--- src/hw/ioa_params.svh ---
// Constants for the increment, OR and shift execution datapath.
// Assumes inclusion by bare name from the design files under hw/.
`ifndef IOA_PARAMS_SVH
`define IOA_PARAMS_SVH
`define IOA_DATA_W 8
`define IOA_ADDR_W 7
`define IOA_FILE_DEPTH 128
`define IOA_ACC_RESET 8'h00
`define IOA_FILE_RESET 8'h00
`define IOA_ONE 8'h01
`define IOA_ZERO 8'h00
`define IOA_MSB 7
`define IOA_LSB 0
`endif

--- src/hw/ioa_pkg.sv ---
// Types for the increment, OR and shift execution datapath.
// Assumes nothing beyond a SystemVerilog compiler.
package ioa_pkg;
   // Operation codes presented to the datapath by the decoder.
   typedef enum logic [2:0] {
      IOA_OP_NONE = 3'h0,
      IOA_OP_ADD_ONE = 3'h1,
      IOA_OP_ADD_ONE_SKIP = 3'h2,
      IOA_OP_OR_LITERAL = 3'h3,
      IOA_OP_OR_FILE = 3'h4,
      IOA_OP_SHIFT_LEFT = 3'h5,
      IOA_OP_SHIFT_RIGHT = 3'h6
   } ioa_op_t;
   // Execution sequencer states.
   typedef enum logic {
      IOA_ST_RUN,
      IOA_ST_IDLE_SLOT
   } ioa_state_t;
endpackage : ioa_pkg

--- src/hw/ioa_file_mem.sv ---
// Small register file memory with a registered read port.
// Assumes a single clock; write and read may hit the same address in one cycle.
`timescale 1ns/100ps
`include "ioa_params.svh"
module ioa_file_mem #(
   parameter int DATA_W = `IOA_DATA_W,
   parameter int ADDR_W = `IOA_ADDR_W,
   parameter int DEPTH = `IOA_FILE_DEPTH
) (
   // Clock and reset.
   input wire logic ref_clk_in,
   input wire logic reset_n_in,
   // Write port.
   input wire logic wr_en_in,
   input wire logic [ADDR_W-1:0] wr_addr_in,
   input wire logic [DATA_W-1:0] wr_data_in,
   // Read port, data one cycle after the address.
   input wire logic [ADDR_W-1:0] rd_addr_in,
   output logic [DATA_W-1:0] rd_data_out
);
   logic [DATA_W-1:0] mem_q [DEPTH];
   logic [DATA_W-1:0] rd_data_q;

   // Storage array, cleared at reset so every read is defined.
   always_ff @(posedge ref_clk_in or negedge reset_n_in) begin
      if (!reset_n_in) begin
         for (int i = 0; i < DEPTH; i++) begin
            mem_q[i] <= DATA_W'(`IOA_FILE_RESET);
         end
      end else if (wr_en_in) begin
         mem_q[wr_addr_in] <= wr_data_in;
      end
   end

   // Registered read; a same-cycle write returns the old contents.
   always_ff @(posedge ref_clk_in or negedge reset_n_in) begin
      if (!reset_n_in) begin
         rd_data_q <= DATA_W'(`IOA_FILE_RESET);
      end else begin
         rd_data_q <= mem_q[rd_addr_in];
      end
   end

   assign rd_data_out = rd_data_q;
endmodule : ioa_file_mem

--- src/hw/ioa_alu.sv ---
// Execution datapath for increment, increment-skip, OR and logical shifts.
// Assumes a decoder that presents one instruction at a time with a start pulse
// and waits for done before the next one.
//
// Notes on behaviour
// - Seven-bit address; select clear writes accumulator.
// - Select set writes back to file register.
// - Add one: increment file, update nil flag.
// - Add-one-skip zero: idle slot, flags untouched.
// - Add-one-skip nonzero: next instruction runs normally.
// - OR literal into accumulator, update nil flag.
// - OR file with accumulator to destination, nil.
// - Shift left: bits up, zero into bit 0.
// - Shift left: old bit 7 to shift-out, nil.
// - Shift right: bits down, zero into bit 7.
// - Shift right: old bit 0 to shift-out, nil.
`timescale 1ns/100ps
`include "ioa_params.svh"
module ioa_alu #(
   parameter int DATA_W = `IOA_DATA_W,
   parameter int ADDR_W = `IOA_ADDR_W
) (
   // Clock and reset.
   input wire logic ref_clk_in,
   input wire logic reset_n_in,
   // Instruction from the decoder.
   input wire logic start_in,
   input wire ioa_pkg::ioa_op_t op_in,
   input wire logic [ADDR_W-1:0] file_addr_in,
   input wire logic dest_sel_in,
   input wire logic [DATA_W-1:0] literal_in,
   // Sequencing answers.
   output logic busy_out,
   output logic done_out,
   output logic idle_slot_out,
   // Architectural state.
   output logic [DATA_W-1:0] acc_out,
   output logic result_nil_flag_out,
   output logic shift_out_flag_out
);
   ioa_pkg::ioa_op_t op_q;
   logic [ADDR_W-1:0] addr_q;
   logic dest_q;
   logic [DATA_W-1:0] lit_q;
   logic exec_q;
   ioa_pkg::ioa_state_t state_q;
   ioa_pkg::ioa_state_t state_d;
   logic [DATA_W-1:0] acc_q;
   logic nil_q;
   logic shout_q;
   logic done_q;
   logic idle_q;
   logic [DATA_W-1:0] file_rd;

   // Increment forms share the one adder.
   function automatic logic is_incr_op(input ioa_pkg::ioa_op_t op);
      return (op == ioa_pkg::IOA_OP_ADD_ONE) || (op == ioa_pkg::IOA_OP_ADD_ONE_SKIP);
   endfunction : is_incr_op

   // Shift forms load the shift-out flag.
   function automatic logic is_shift_op(input ioa_pkg::ioa_op_t op);
      return (op == ioa_pkg::IOA_OP_SHIFT_LEFT) || (op == ioa_pkg::IOA_OP_SHIFT_RIGHT);
   endfunction : is_shift_op

   // The literal form has no file operand, so it never writes back.
   function automatic logic is_file_op(input ioa_pkg::ioa_op_t op);
      return (op != ioa_pkg::IOA_OP_NONE) && (op != ioa_pkg::IOA_OP_OR_LITERAL);
   endfunction : is_file_op

   // Capture the instruction while the datapath is free.
   always_ff @(posedge ref_clk_in or negedge reset_n_in) begin
      if (!reset_n_in) begin
         op_q <= ioa_pkg::IOA_OP_NONE;
         addr_q <= '0;
         dest_q <= 1'b0;
         lit_q <= '0;
         exec_q <= 1'b0;
      end else begin
         exec_q <= start_in && !busy_out;
         if (start_in && !busy_out) begin
            op_q <= op_in;
            addr_q <= file_addr_in;
            dest_q <= dest_sel_in;
            lit_q <= literal_in;
         end
      end
   end

   // Result selection.
   logic [DATA_W-1:0] sum_one;
   logic [DATA_W-1:0] or_lit;
   logic [DATA_W-1:0] or_file;
   logic [DATA_W-1:0] shl;
   logic [DATA_W-1:0] shr;
   logic [DATA_W-1:0] result;
   logic result_nil;
   assign sum_one = DATA_W'(file_rd + DATA_W'(`IOA_ONE));
   assign or_lit = acc_q | lit_q;
   assign or_file = acc_q | file_rd;
   assign shl = {file_rd[DATA_W-2:0], 1'b0};
   assign shr = {1'b0, file_rd[DATA_W-1:1]};
   assign result = is_incr_op(op_q) ? sum_one :
                   (op_q == ioa_pkg::IOA_OP_OR_LITERAL) ? or_lit :
                   (op_q == ioa_pkg::IOA_OP_OR_FILE) ? or_file :
                   (op_q == ioa_pkg::IOA_OP_SHIFT_LEFT) ? shl :
                   (op_q == ioa_pkg::IOA_OP_SHIFT_RIGHT) ? shr : acc_q;
   assign result_nil = (result == DATA_W'(`IOA_ZERO));

   // Destination decode.
   logic op_valid;
   logic to_file;
   logic to_acc;
   logic file_wr;
   logic nil_upd;
   logic sh_upd;
   logic skip_now;
   // A NONE op is taken and answered but changes nothing.
   assign op_valid = exec_q && (op_q != ioa_pkg::IOA_OP_NONE);
   assign to_file = op_valid && dest_q && is_file_op(op_q);
   assign to_acc = op_valid && !to_file;
   // The file is written only for file forms with the select set.
   assign file_wr = to_file;
   assign nil_upd = op_valid && (op_q != ioa_pkg::IOA_OP_ADD_ONE_SKIP);
   assign sh_upd = op_valid && is_shift_op(op_q);
   assign skip_now = op_valid && (op_q == ioa_pkg::IOA_OP_ADD_ONE_SKIP) && result_nil;

   // File operand read; data arrives the cycle after the start pulse.
   // The write lands at the end of the execute cycle while busy holds off the next
   // start, so the operand read of the next instruction always sees the new value.
   ioa_file_mem #(
      .DATA_W(DATA_W),
      .ADDR_W(ADDR_W),
      .DEPTH(1 << ADDR_W)
   ) u_file (
      .ref_clk_in(ref_clk_in),
      .reset_n_in(reset_n_in),
      .wr_en_in(file_wr),
      .wr_addr_in(addr_q),
      .wr_data_in(result),
      .rd_addr_in(file_addr_in),
      .rd_data_out(file_rd)
   );

   // Bit pushed out by the shift: bit 7 going left, bit 0 going right.
   logic shout_d;
   assign shout_d = (op_q == ioa_pkg::IOA_OP_SHIFT_LEFT) ? file_rd[`IOA_MSB] : file_rd[`IOA_LSB];

   // Accumulator and flags.
   always_ff @(posedge ref_clk_in or negedge reset_n_in) begin
      if (!reset_n_in) begin
         acc_q <= DATA_W'(`IOA_ACC_RESET);
         nil_q <= 1'b0;
         shout_q <= 1'b0;
      end else begin
         if (to_acc) begin
            acc_q <= result;
         end
         if (nil_upd) begin
            nil_q <= result_nil;
         end
         // Shift-out flag loads only on a shift.
         if (sh_upd) begin
            shout_q <= shout_d;
         end
      end
   end

   // Sequencer: a zero skip spends one extra cycle as an idle slot.
   always_comb begin
      state_d = state_q;
      case (state_q)
         ioa_pkg::IOA_ST_RUN: begin
            if (skip_now) begin
               state_d = ioa_pkg::IOA_ST_IDLE_SLOT;
            end
         end
         ioa_pkg::IOA_ST_IDLE_SLOT: begin
            state_d = ioa_pkg::IOA_ST_RUN;
         end
         default: begin
            state_d = ioa_pkg::IOA_ST_RUN;
         end
      endcase
   end

   // State and answer registers.
   always_ff @(posedge ref_clk_in or negedge reset_n_in) begin
      if (!reset_n_in) begin
         state_q <= ioa_pkg::IOA_ST_RUN;
         done_q <= 1'b0;
         idle_q <= 1'b0;
      end else begin
         state_q <= state_d;
         done_q <= (exec_q && !skip_now) || (state_q == ioa_pkg::IOA_ST_IDLE_SLOT);
         idle_q <= (state_q == ioa_pkg::IOA_ST_IDLE_SLOT);
      end
   end

   // Busy spans the execute cycle and any idle slot; a start seen then is dropped.
   assign busy_out = exec_q || (state_q == ioa_pkg::IOA_ST_IDLE_SLOT);
   // Answers and architectural state leave straight from their registers.
   assign done_out = done_q;
   assign idle_slot_out = idle_q;
   assign acc_out = acc_q;
   assign result_nil_flag_out = nil_q;
   assign shift_out_flag_out = shout_q;
endmodule : ioa_alu

--- config.mk ---
export PLATFORM = sky130hd
export DESIGN_NAME = ioa_alu
export DESIGN_NICKNAME = d
export VERILOG_FILES = /design/src/hw/ioa_pkg.sv /design/src/hw/ioa_file_mem.sv /design/src/hw/ioa_alu.sv
export VERILOG_INCLUDE_DIRS = /design/src /design/src/hw
export SDC_FILE = /design/constraint.sdc
export NUM_CORES = 2
export LEC_CHECK = 0
export ABC_AREA = 0
export BUFFER_PORTS_ARGS = -buffer_cell sky130_fd_sc_hd__buf_2
export CAP_MARGIN = 20
export CORE_MARGIN = 2
export CORE_UTILIZATION = 57
export DETAILED_ROUTE_END_ITERATION = 10
export PLACE_DENSITY_LB_ADDON = 0.05
export SYNTH_ARGS = -nofsm -noshare
export SYNTH_HDL_FRONTEND = slang
export SYNTH_SLANG_ARGS = --single-unit
--- constraint.sdc ---
create_clock -name ref_clk_in -period 2.1 [get_ports ref_clk_in]
set_input_delay 0.21 -clock ref_clk_in [delete_from_list [all_inputs] [get_ports ref_clk_in]]
set_output_delay 0.21 -clock ref_clk_in [all_outputs]
set_load 0.02 [all_outputs]
# Word level (Yosys, flattened, before mapping)

Cells that the tools add are included.

Muxes and demuxes: 14
Magnitude comparators: 3
Equality and inequality tests: 8
Reduce and logical (&&, ||, !) cells: 21
Bitwise logic cells: 5
Add/subtract/negate cells: 1

Operator list:

| kind                  | number |
|---|---|
| $bwmux W1024          | 1 |
| $mux W8               | 8 |
| $bmux W8 S7           | 1 |
| $demux W8 S7          | 1 |
| $ge A8 B8 Y1 const B  | 2 |
| $not A7 Y8            | 2 |
| $or A8 B8 Y8          | 2 |
| $logic_and A1 B1 Y1   | 12 |
| $eq A3 B3 Y1 const B  | 3 |
| $add A8 B1 Y8 const B | 1 |
| $logic_not A8 Y1      | 1 |
| $lt A8 B1 Y1 const B  | 1 |
| $eq A3 B2 Y1 const B  | 2 |
| $ne A3 B2 Y1 const B  | 2 |
| $logic_or A1 B1 Y1    | 4 |
| $eq A3 B1 Y1 const B  | 1 |
| $logic_not A1 Y1      | 3 |
| $reduce_bool A3 Y1    | 1 |
| $mux W1               | 2 |
| $pmux W1 S2           | 1 |
| $not A1 Y1            | 1 |

Output and inout port bits: 13
Word-level logic and storage cells: 192
Register bits: 1065

# Longest topological paths before layout

Depth after elaboration: 11
Depth in mapped cells: 11
Depth with buffers taken out: 8

# By module

From an unflattened synthesis, not the netlist that was laid out.

Cells, all modules: 2997
Area, all modules: 48694.2 um^2

Modules (own cells, without submodules):

| module       | instances | cells each | seq. area each (um^2) | area each (um^2) |
|---|---|---|---|---|
| ioa_file_mem | 1         | 2790       | 25824.8               | 46664.8 |
| ioa_alu      | 1         | 207        | 825.8                 | 2029.4 |

# Least setup slack after synthesis

Ideal clock, no wire load.

Kind: register to register
Start point: register op_q[0]
End point: register u_file.mem_q[13] (netlist name)
Data required time: 1.963 ns
Clock period less this slack: 2.166 ns
Cell stages (with the launch flop): 12
Data arrival time: 2.029 ns
Path buffers: 4
Slack: -0.066 ns
Setup time: 0.137 ns
Cells stage by stage: dfrtp_1 -> buf_4 -> xor2_1 -> o211ai_2 -> nor2_2 -> and3_1 -> buf_4 -> buf_6 -> and2_1 -> buf_4 -> nor2_1 -> a21oi_1

Cells in the longest elaborated chain, start to end: 7

RTL lines:

| element                        | RTL line           | source |
|---|---|---|
| start: declaration             | ioa_alu.sv:41      | `ioa_pkg::ioa_op_t op_q;` |
| start signal: assignment       | ioa_alu.sv:73      | `op_q <= ioa_pkg::IOA_OP_NONE;` |
| start signal: assignment       | ioa_alu.sv:81      | `op_q <= op_in;` |
| $eq A3 B3 Y1                   | ioa_alu.sv:106     | `(op_q == ioa_pkg::IOA_OP_SHIFT_RIGHT) ? shr : acc_q;` |
| $mux W8                        | ioa_alu.sv:106     |  |
| $mux W8                        | ioa_alu.sv:105     | `(op_q == ioa_pkg::IOA_OP_SHIFT_LEFT) ? shl :` |
| $mux W8                        | ioa_alu.sv:104     | `(op_q == ioa_pkg::IOA_OP_OR_FILE) ? or_file :` |
| $mux W8                        | ioa_alu.sv:103     | `(op_q == ioa_pkg::IOA_OP_OR_LITERAL) ? or_lit :` |
| $mux W8                        | ioa_alu.sv:102     | `assign result = is_incr_op(op_q) ? sum_one :` |
| $bwmux W1024                   | ioa_file_mem.sv:31 | `mem_q[wr_addr_in] <= wr_data_in;` |
| end signal: indexed assignment | ioa_file_mem.sv:28 | `` mem_q[i] <= DATA_W'(`IOA_FILE_RESET); `` |
| end signal: indexed assignment | ioa_file_mem.sv:31 |  |
| end: declaration               | ioa_file_mem.sv:21 | `logic [DATA_W-1:0] mem_q [DEPTH];` |

Several ways; a longest one is shown, not always the timed one.
A chain may end at the register's enable or synchronous reset.

# Final worst setup path

Start point: register op_q[2]
End point: register u_file.mem_q[535] (netlist name)

Same word-level chain as after synthesis.

==> flow_summary.yaml <==
worst_setup_path:
  worst-r2r-setup-slack_ns: -0.19
  r2r-end: "u_file.mem_q[535]"
  critPathSlowestCell: "dfrtp_2"
  worst-path-max-fanout: 7
  critPathMaxStageDelay_ns: 0.46
  worst-path-stages: 11
  criticalPathCategory: "reg2reg"
  cp-start-kind: "register"
  cp_num_buf_inv: 6
  critPathArrivalTime_ns: 2.86
  ff2ff_path_depth: 11
  endpoint_kind: "register"
  crit_chain: "buf_4, buf_4, a22oi_1, nand3_1, o21ai_0, a2bb2oi_4, buf_12, buf_8, buf_12, buf_16, a21oi_1"
  crit_family: "buffers and inverters"
  r2r_start: "op_q[2]"
  cp_data_required_time_ns: 2.67
timing:
  hold_violations: 0
  period_share_pct: 109.1
  max_freq_mhz: 436.6
  slew_violations: 0
  relSlewSlack_pct: 43.17
  setup-violations-final: 936
  setup_slack_ns: -0.1902
  fin_crit_ns: 2.290
  worst_pin_slew_ns: 0.8487
  rsz0062_at_grt: "true"
  clock_skew_ns: 0.02539
cts:
  clock_sinks: 1065
  cts_tree: "built"
  cts_made_buffers: 109
  root_buffer: "clkbuf_16"
  htreeDepth: 3
  path_clk_slew_ns: 0.06
  cts_buffer_depth: 3
  insertion_delay_ns: 0.72
run_status:
  violations: "setup timing"
  outcome: "finished with violations"
placement:
  post-place-ws_ns: -0.9482
  place_congestion: 1.079
  portBuffers: 34
  dp_hpwl_microns: 97440
  dp_cells: 5865
floorplanning:
  num_rows: 106
  dieArea_sq_um: 86250
  die_w_microns: 293.7
  start_util_pct: 57.34
  top_level_ports: 35
  core_area_sq_um: 83420
  die-height_microns: 293.7
min_path:
  worst_hold_path_type: "in2reg"
  min_to: "addr_q[3]"
  holdPathStages: 3
  hold_path.startpoint: "file_addr_in[3]"
final_layout:
  fin_util_pct: 75.19
  final_layout_size_suffix_gt1_share_pct: 28.33
  num_antenna_cells: 0
  syn2layout_area_growth_pct: 31.14
  layout.nets: 5123
  stdcell_count: 6272
synthesis:
  ys_ff_latch: 1065
  yosys_warnings: 0
  synth_edf_count: 0
  netlist_area_sq_um: 47830
  synth_area_leaders: "dfrtp_1 56%, mux4_2 7.3%, a21oi_1 6.0%, mux2i_1 5.5%, nand2_1 5.2%"
  ys_types: 61
  yosys.area.top_type: "dfrtp_1"
  syn_avg_cell_area_sq_um: 10.33
  synth_fp_nets: 4653
  synth.top_cell.area_share_pct: 55.72
  synth_ff_type: "dfrtp_1"
  ys_async_sr_fraction_pct: 100.0
  synthCells: 4630
  synth-seq-area-share_pct: 55.72
run:
  maxCapViolCount: 0
global_routing:
  grt_usage_pct: 37.83
  grt_pass1_wl_microns: 243600
  globalRouteOverflowTotal: 0
  grt_pass1_vias: 38690
  antenna_found_initial: 3
  grt_max_degree: 104
power:
  p_per_area_nw_per_um2: 1003
  p_leak_nw: 28.48
  max-vdd-ir-drop_uv: 932.8
detailed_routing:
  wire_per_inst_microns: 26.74
  drtIter0Drc: 4326
  drc_errors: 0
  drt_first_pass_iters: 6
  drtAntennaViolNets: 0
  avgViaCountPerCell: 6.276
  via_count: 39370
  routed_wl_microns: 167700
==> flip-flops by register name (all words and copies together), names as in the netlist, 3 cells and up <==
signal,count
acc_out,8
addr_q,7
lit_q,8
op_q,3
u_file.mem_q,1024
u_file.rd_data_out,8
==> cell usage after synthesis (all sizes together) (3+ instances only) <==
cell type  number
nand2b          6
o21ai         497
buf           217
mux4          156
a2111oi         8
a221oi          6
a31oi          37
a211oi         11
and4            4
xnor2           5
nor4           14
nand2         659
nor3           11
o41ai           5
a21oi         576
mux2           18
a22oi          98
mux2i         263
o22ai          12
nand4           3
o211ai         10
dfrtp        1065
nor2b          17
a22o           15
inv             7
clkbuf        167
nand3          27
nor2          677
and3            5
a32oi           7
and2            7
==> power breakdown <==
group / switching (mW) / leakage (nW) / internal [mW]
logic: 10.8 / 12.0 / 8.47
registers: 1.35 / 14.7 / 22.6
clock network: 8.37 / 1.82 / 11.4
total: 20.5 / 28.5 / 42.4
==> cell families after synthesis <==
logic type / after synthesis / share of synthesized area (%)
simple gates: 1438 / 12.05
compound gates: 1291 / 14.73
flops: 1065 / 55.72
mux: 437 / 13.27
buf+inv: 391 / 4.086
xor+xnor: 7 / 0.1282
fa+ha+maj: 1 / 0.02615
==> routing by layer <==
metal  routed length (microns)  GRT usage [%]  up-vias  share of wire (%)
met5                        15              0        -             0.0089
met4                      9233          16.30        2                5.5
met3                     16400          8.014      497                9.8
met2                     75580          57.45     1893                 45
met1                     66480          53.15    19820                 40
li1                          -              -    17150                  -
==> per-stage QoR <==
stage	hold WS (ns)	TNS, ns	total power [mW]	instance area [sq um]
floorplan	-0.08559	-0.06376	29.85	47870
global placement	0.1149	-142.81	35.36	53180
detailed placement	0.1136	-192.22	35.60	53180
CTS	0.03579	-31.41	60.99	60880
global route	0.07564	-162.45	64.76	62730
finish	0.08816	-78.25	62.94	62730
==> timing repair <==
item | 4_1_cts | 5_1_grt
pin swaps | 45 | 69
setup buffers | 80 | 44
endpoints found under the hold margin | 611 | 0
setup endpoints to repair | 992 | 1034
cloned | 52 | 25
hold buffers | 16 | 0
resized for setup | 433 | 289
==> worst register-to-register path, delay by kind of cell (launching register included) <==
family | cells | cell delay (ns)
flip-flops | 1 | 0.46
buffers and inverters | 6 | 0.90
AO/OA/AOI/OAI | 4 | 0.69
AND/OR/NAND/NOR | 1 | 0.11
==> area by class of cell <==
class | instances | area, sq um
clock inverters | 37 | 405.4
inverters | 7 | 31.28
well taps | 1080 | 1351
repair buffers | 743 | 9792
clock buffers | 166 | 3243
fillers | 5531 | 20700
flip-flops and latches | 1065 | 26660
multi-input cells | 3174 | 21250
==> worst max-delay path by stage <==
| stage | slack (ns) | start | endpoint |
|---|---|---|---|
| after CTS | -0.14 | op_q[1] | u_file.mem_q[466] |
| final | -0.19 | op_q[2] | u_file.mem_q[535] |
| after global routing | -0.35 | op_q[0] | state_q |
| after global placement | -0.94 | file_addr_in[0] | u_file.rd_data_out[5] |
| after floorplan | -0.03 | op_q[1] | state_q |
| after detailed placement | -0.95 | file_addr_in[0] | u_file.rd_data_out[5] |
==> cell usage in the layout (no fill, tap or decap), types with 30 or more instances in the layout <==
cell / instances
o21ai_2: 60
a21oi_2: 127
nand2_1: 610
buf_6: 36
o21ai_1: 57
nor2_1: 595
buf_4: 370
a31oi_1: 35
buf_16: 50
nor2_4: 69
mux4_2: 156
a21oi_1: 440
dfrtp_1: 1060
buf_12: 205
a22oi_1: 97
buf_2: 30
mux2i_1: 259
clkbuf_16: 129
o21ai_0: 380
Power figures use the tool's default switching activity.
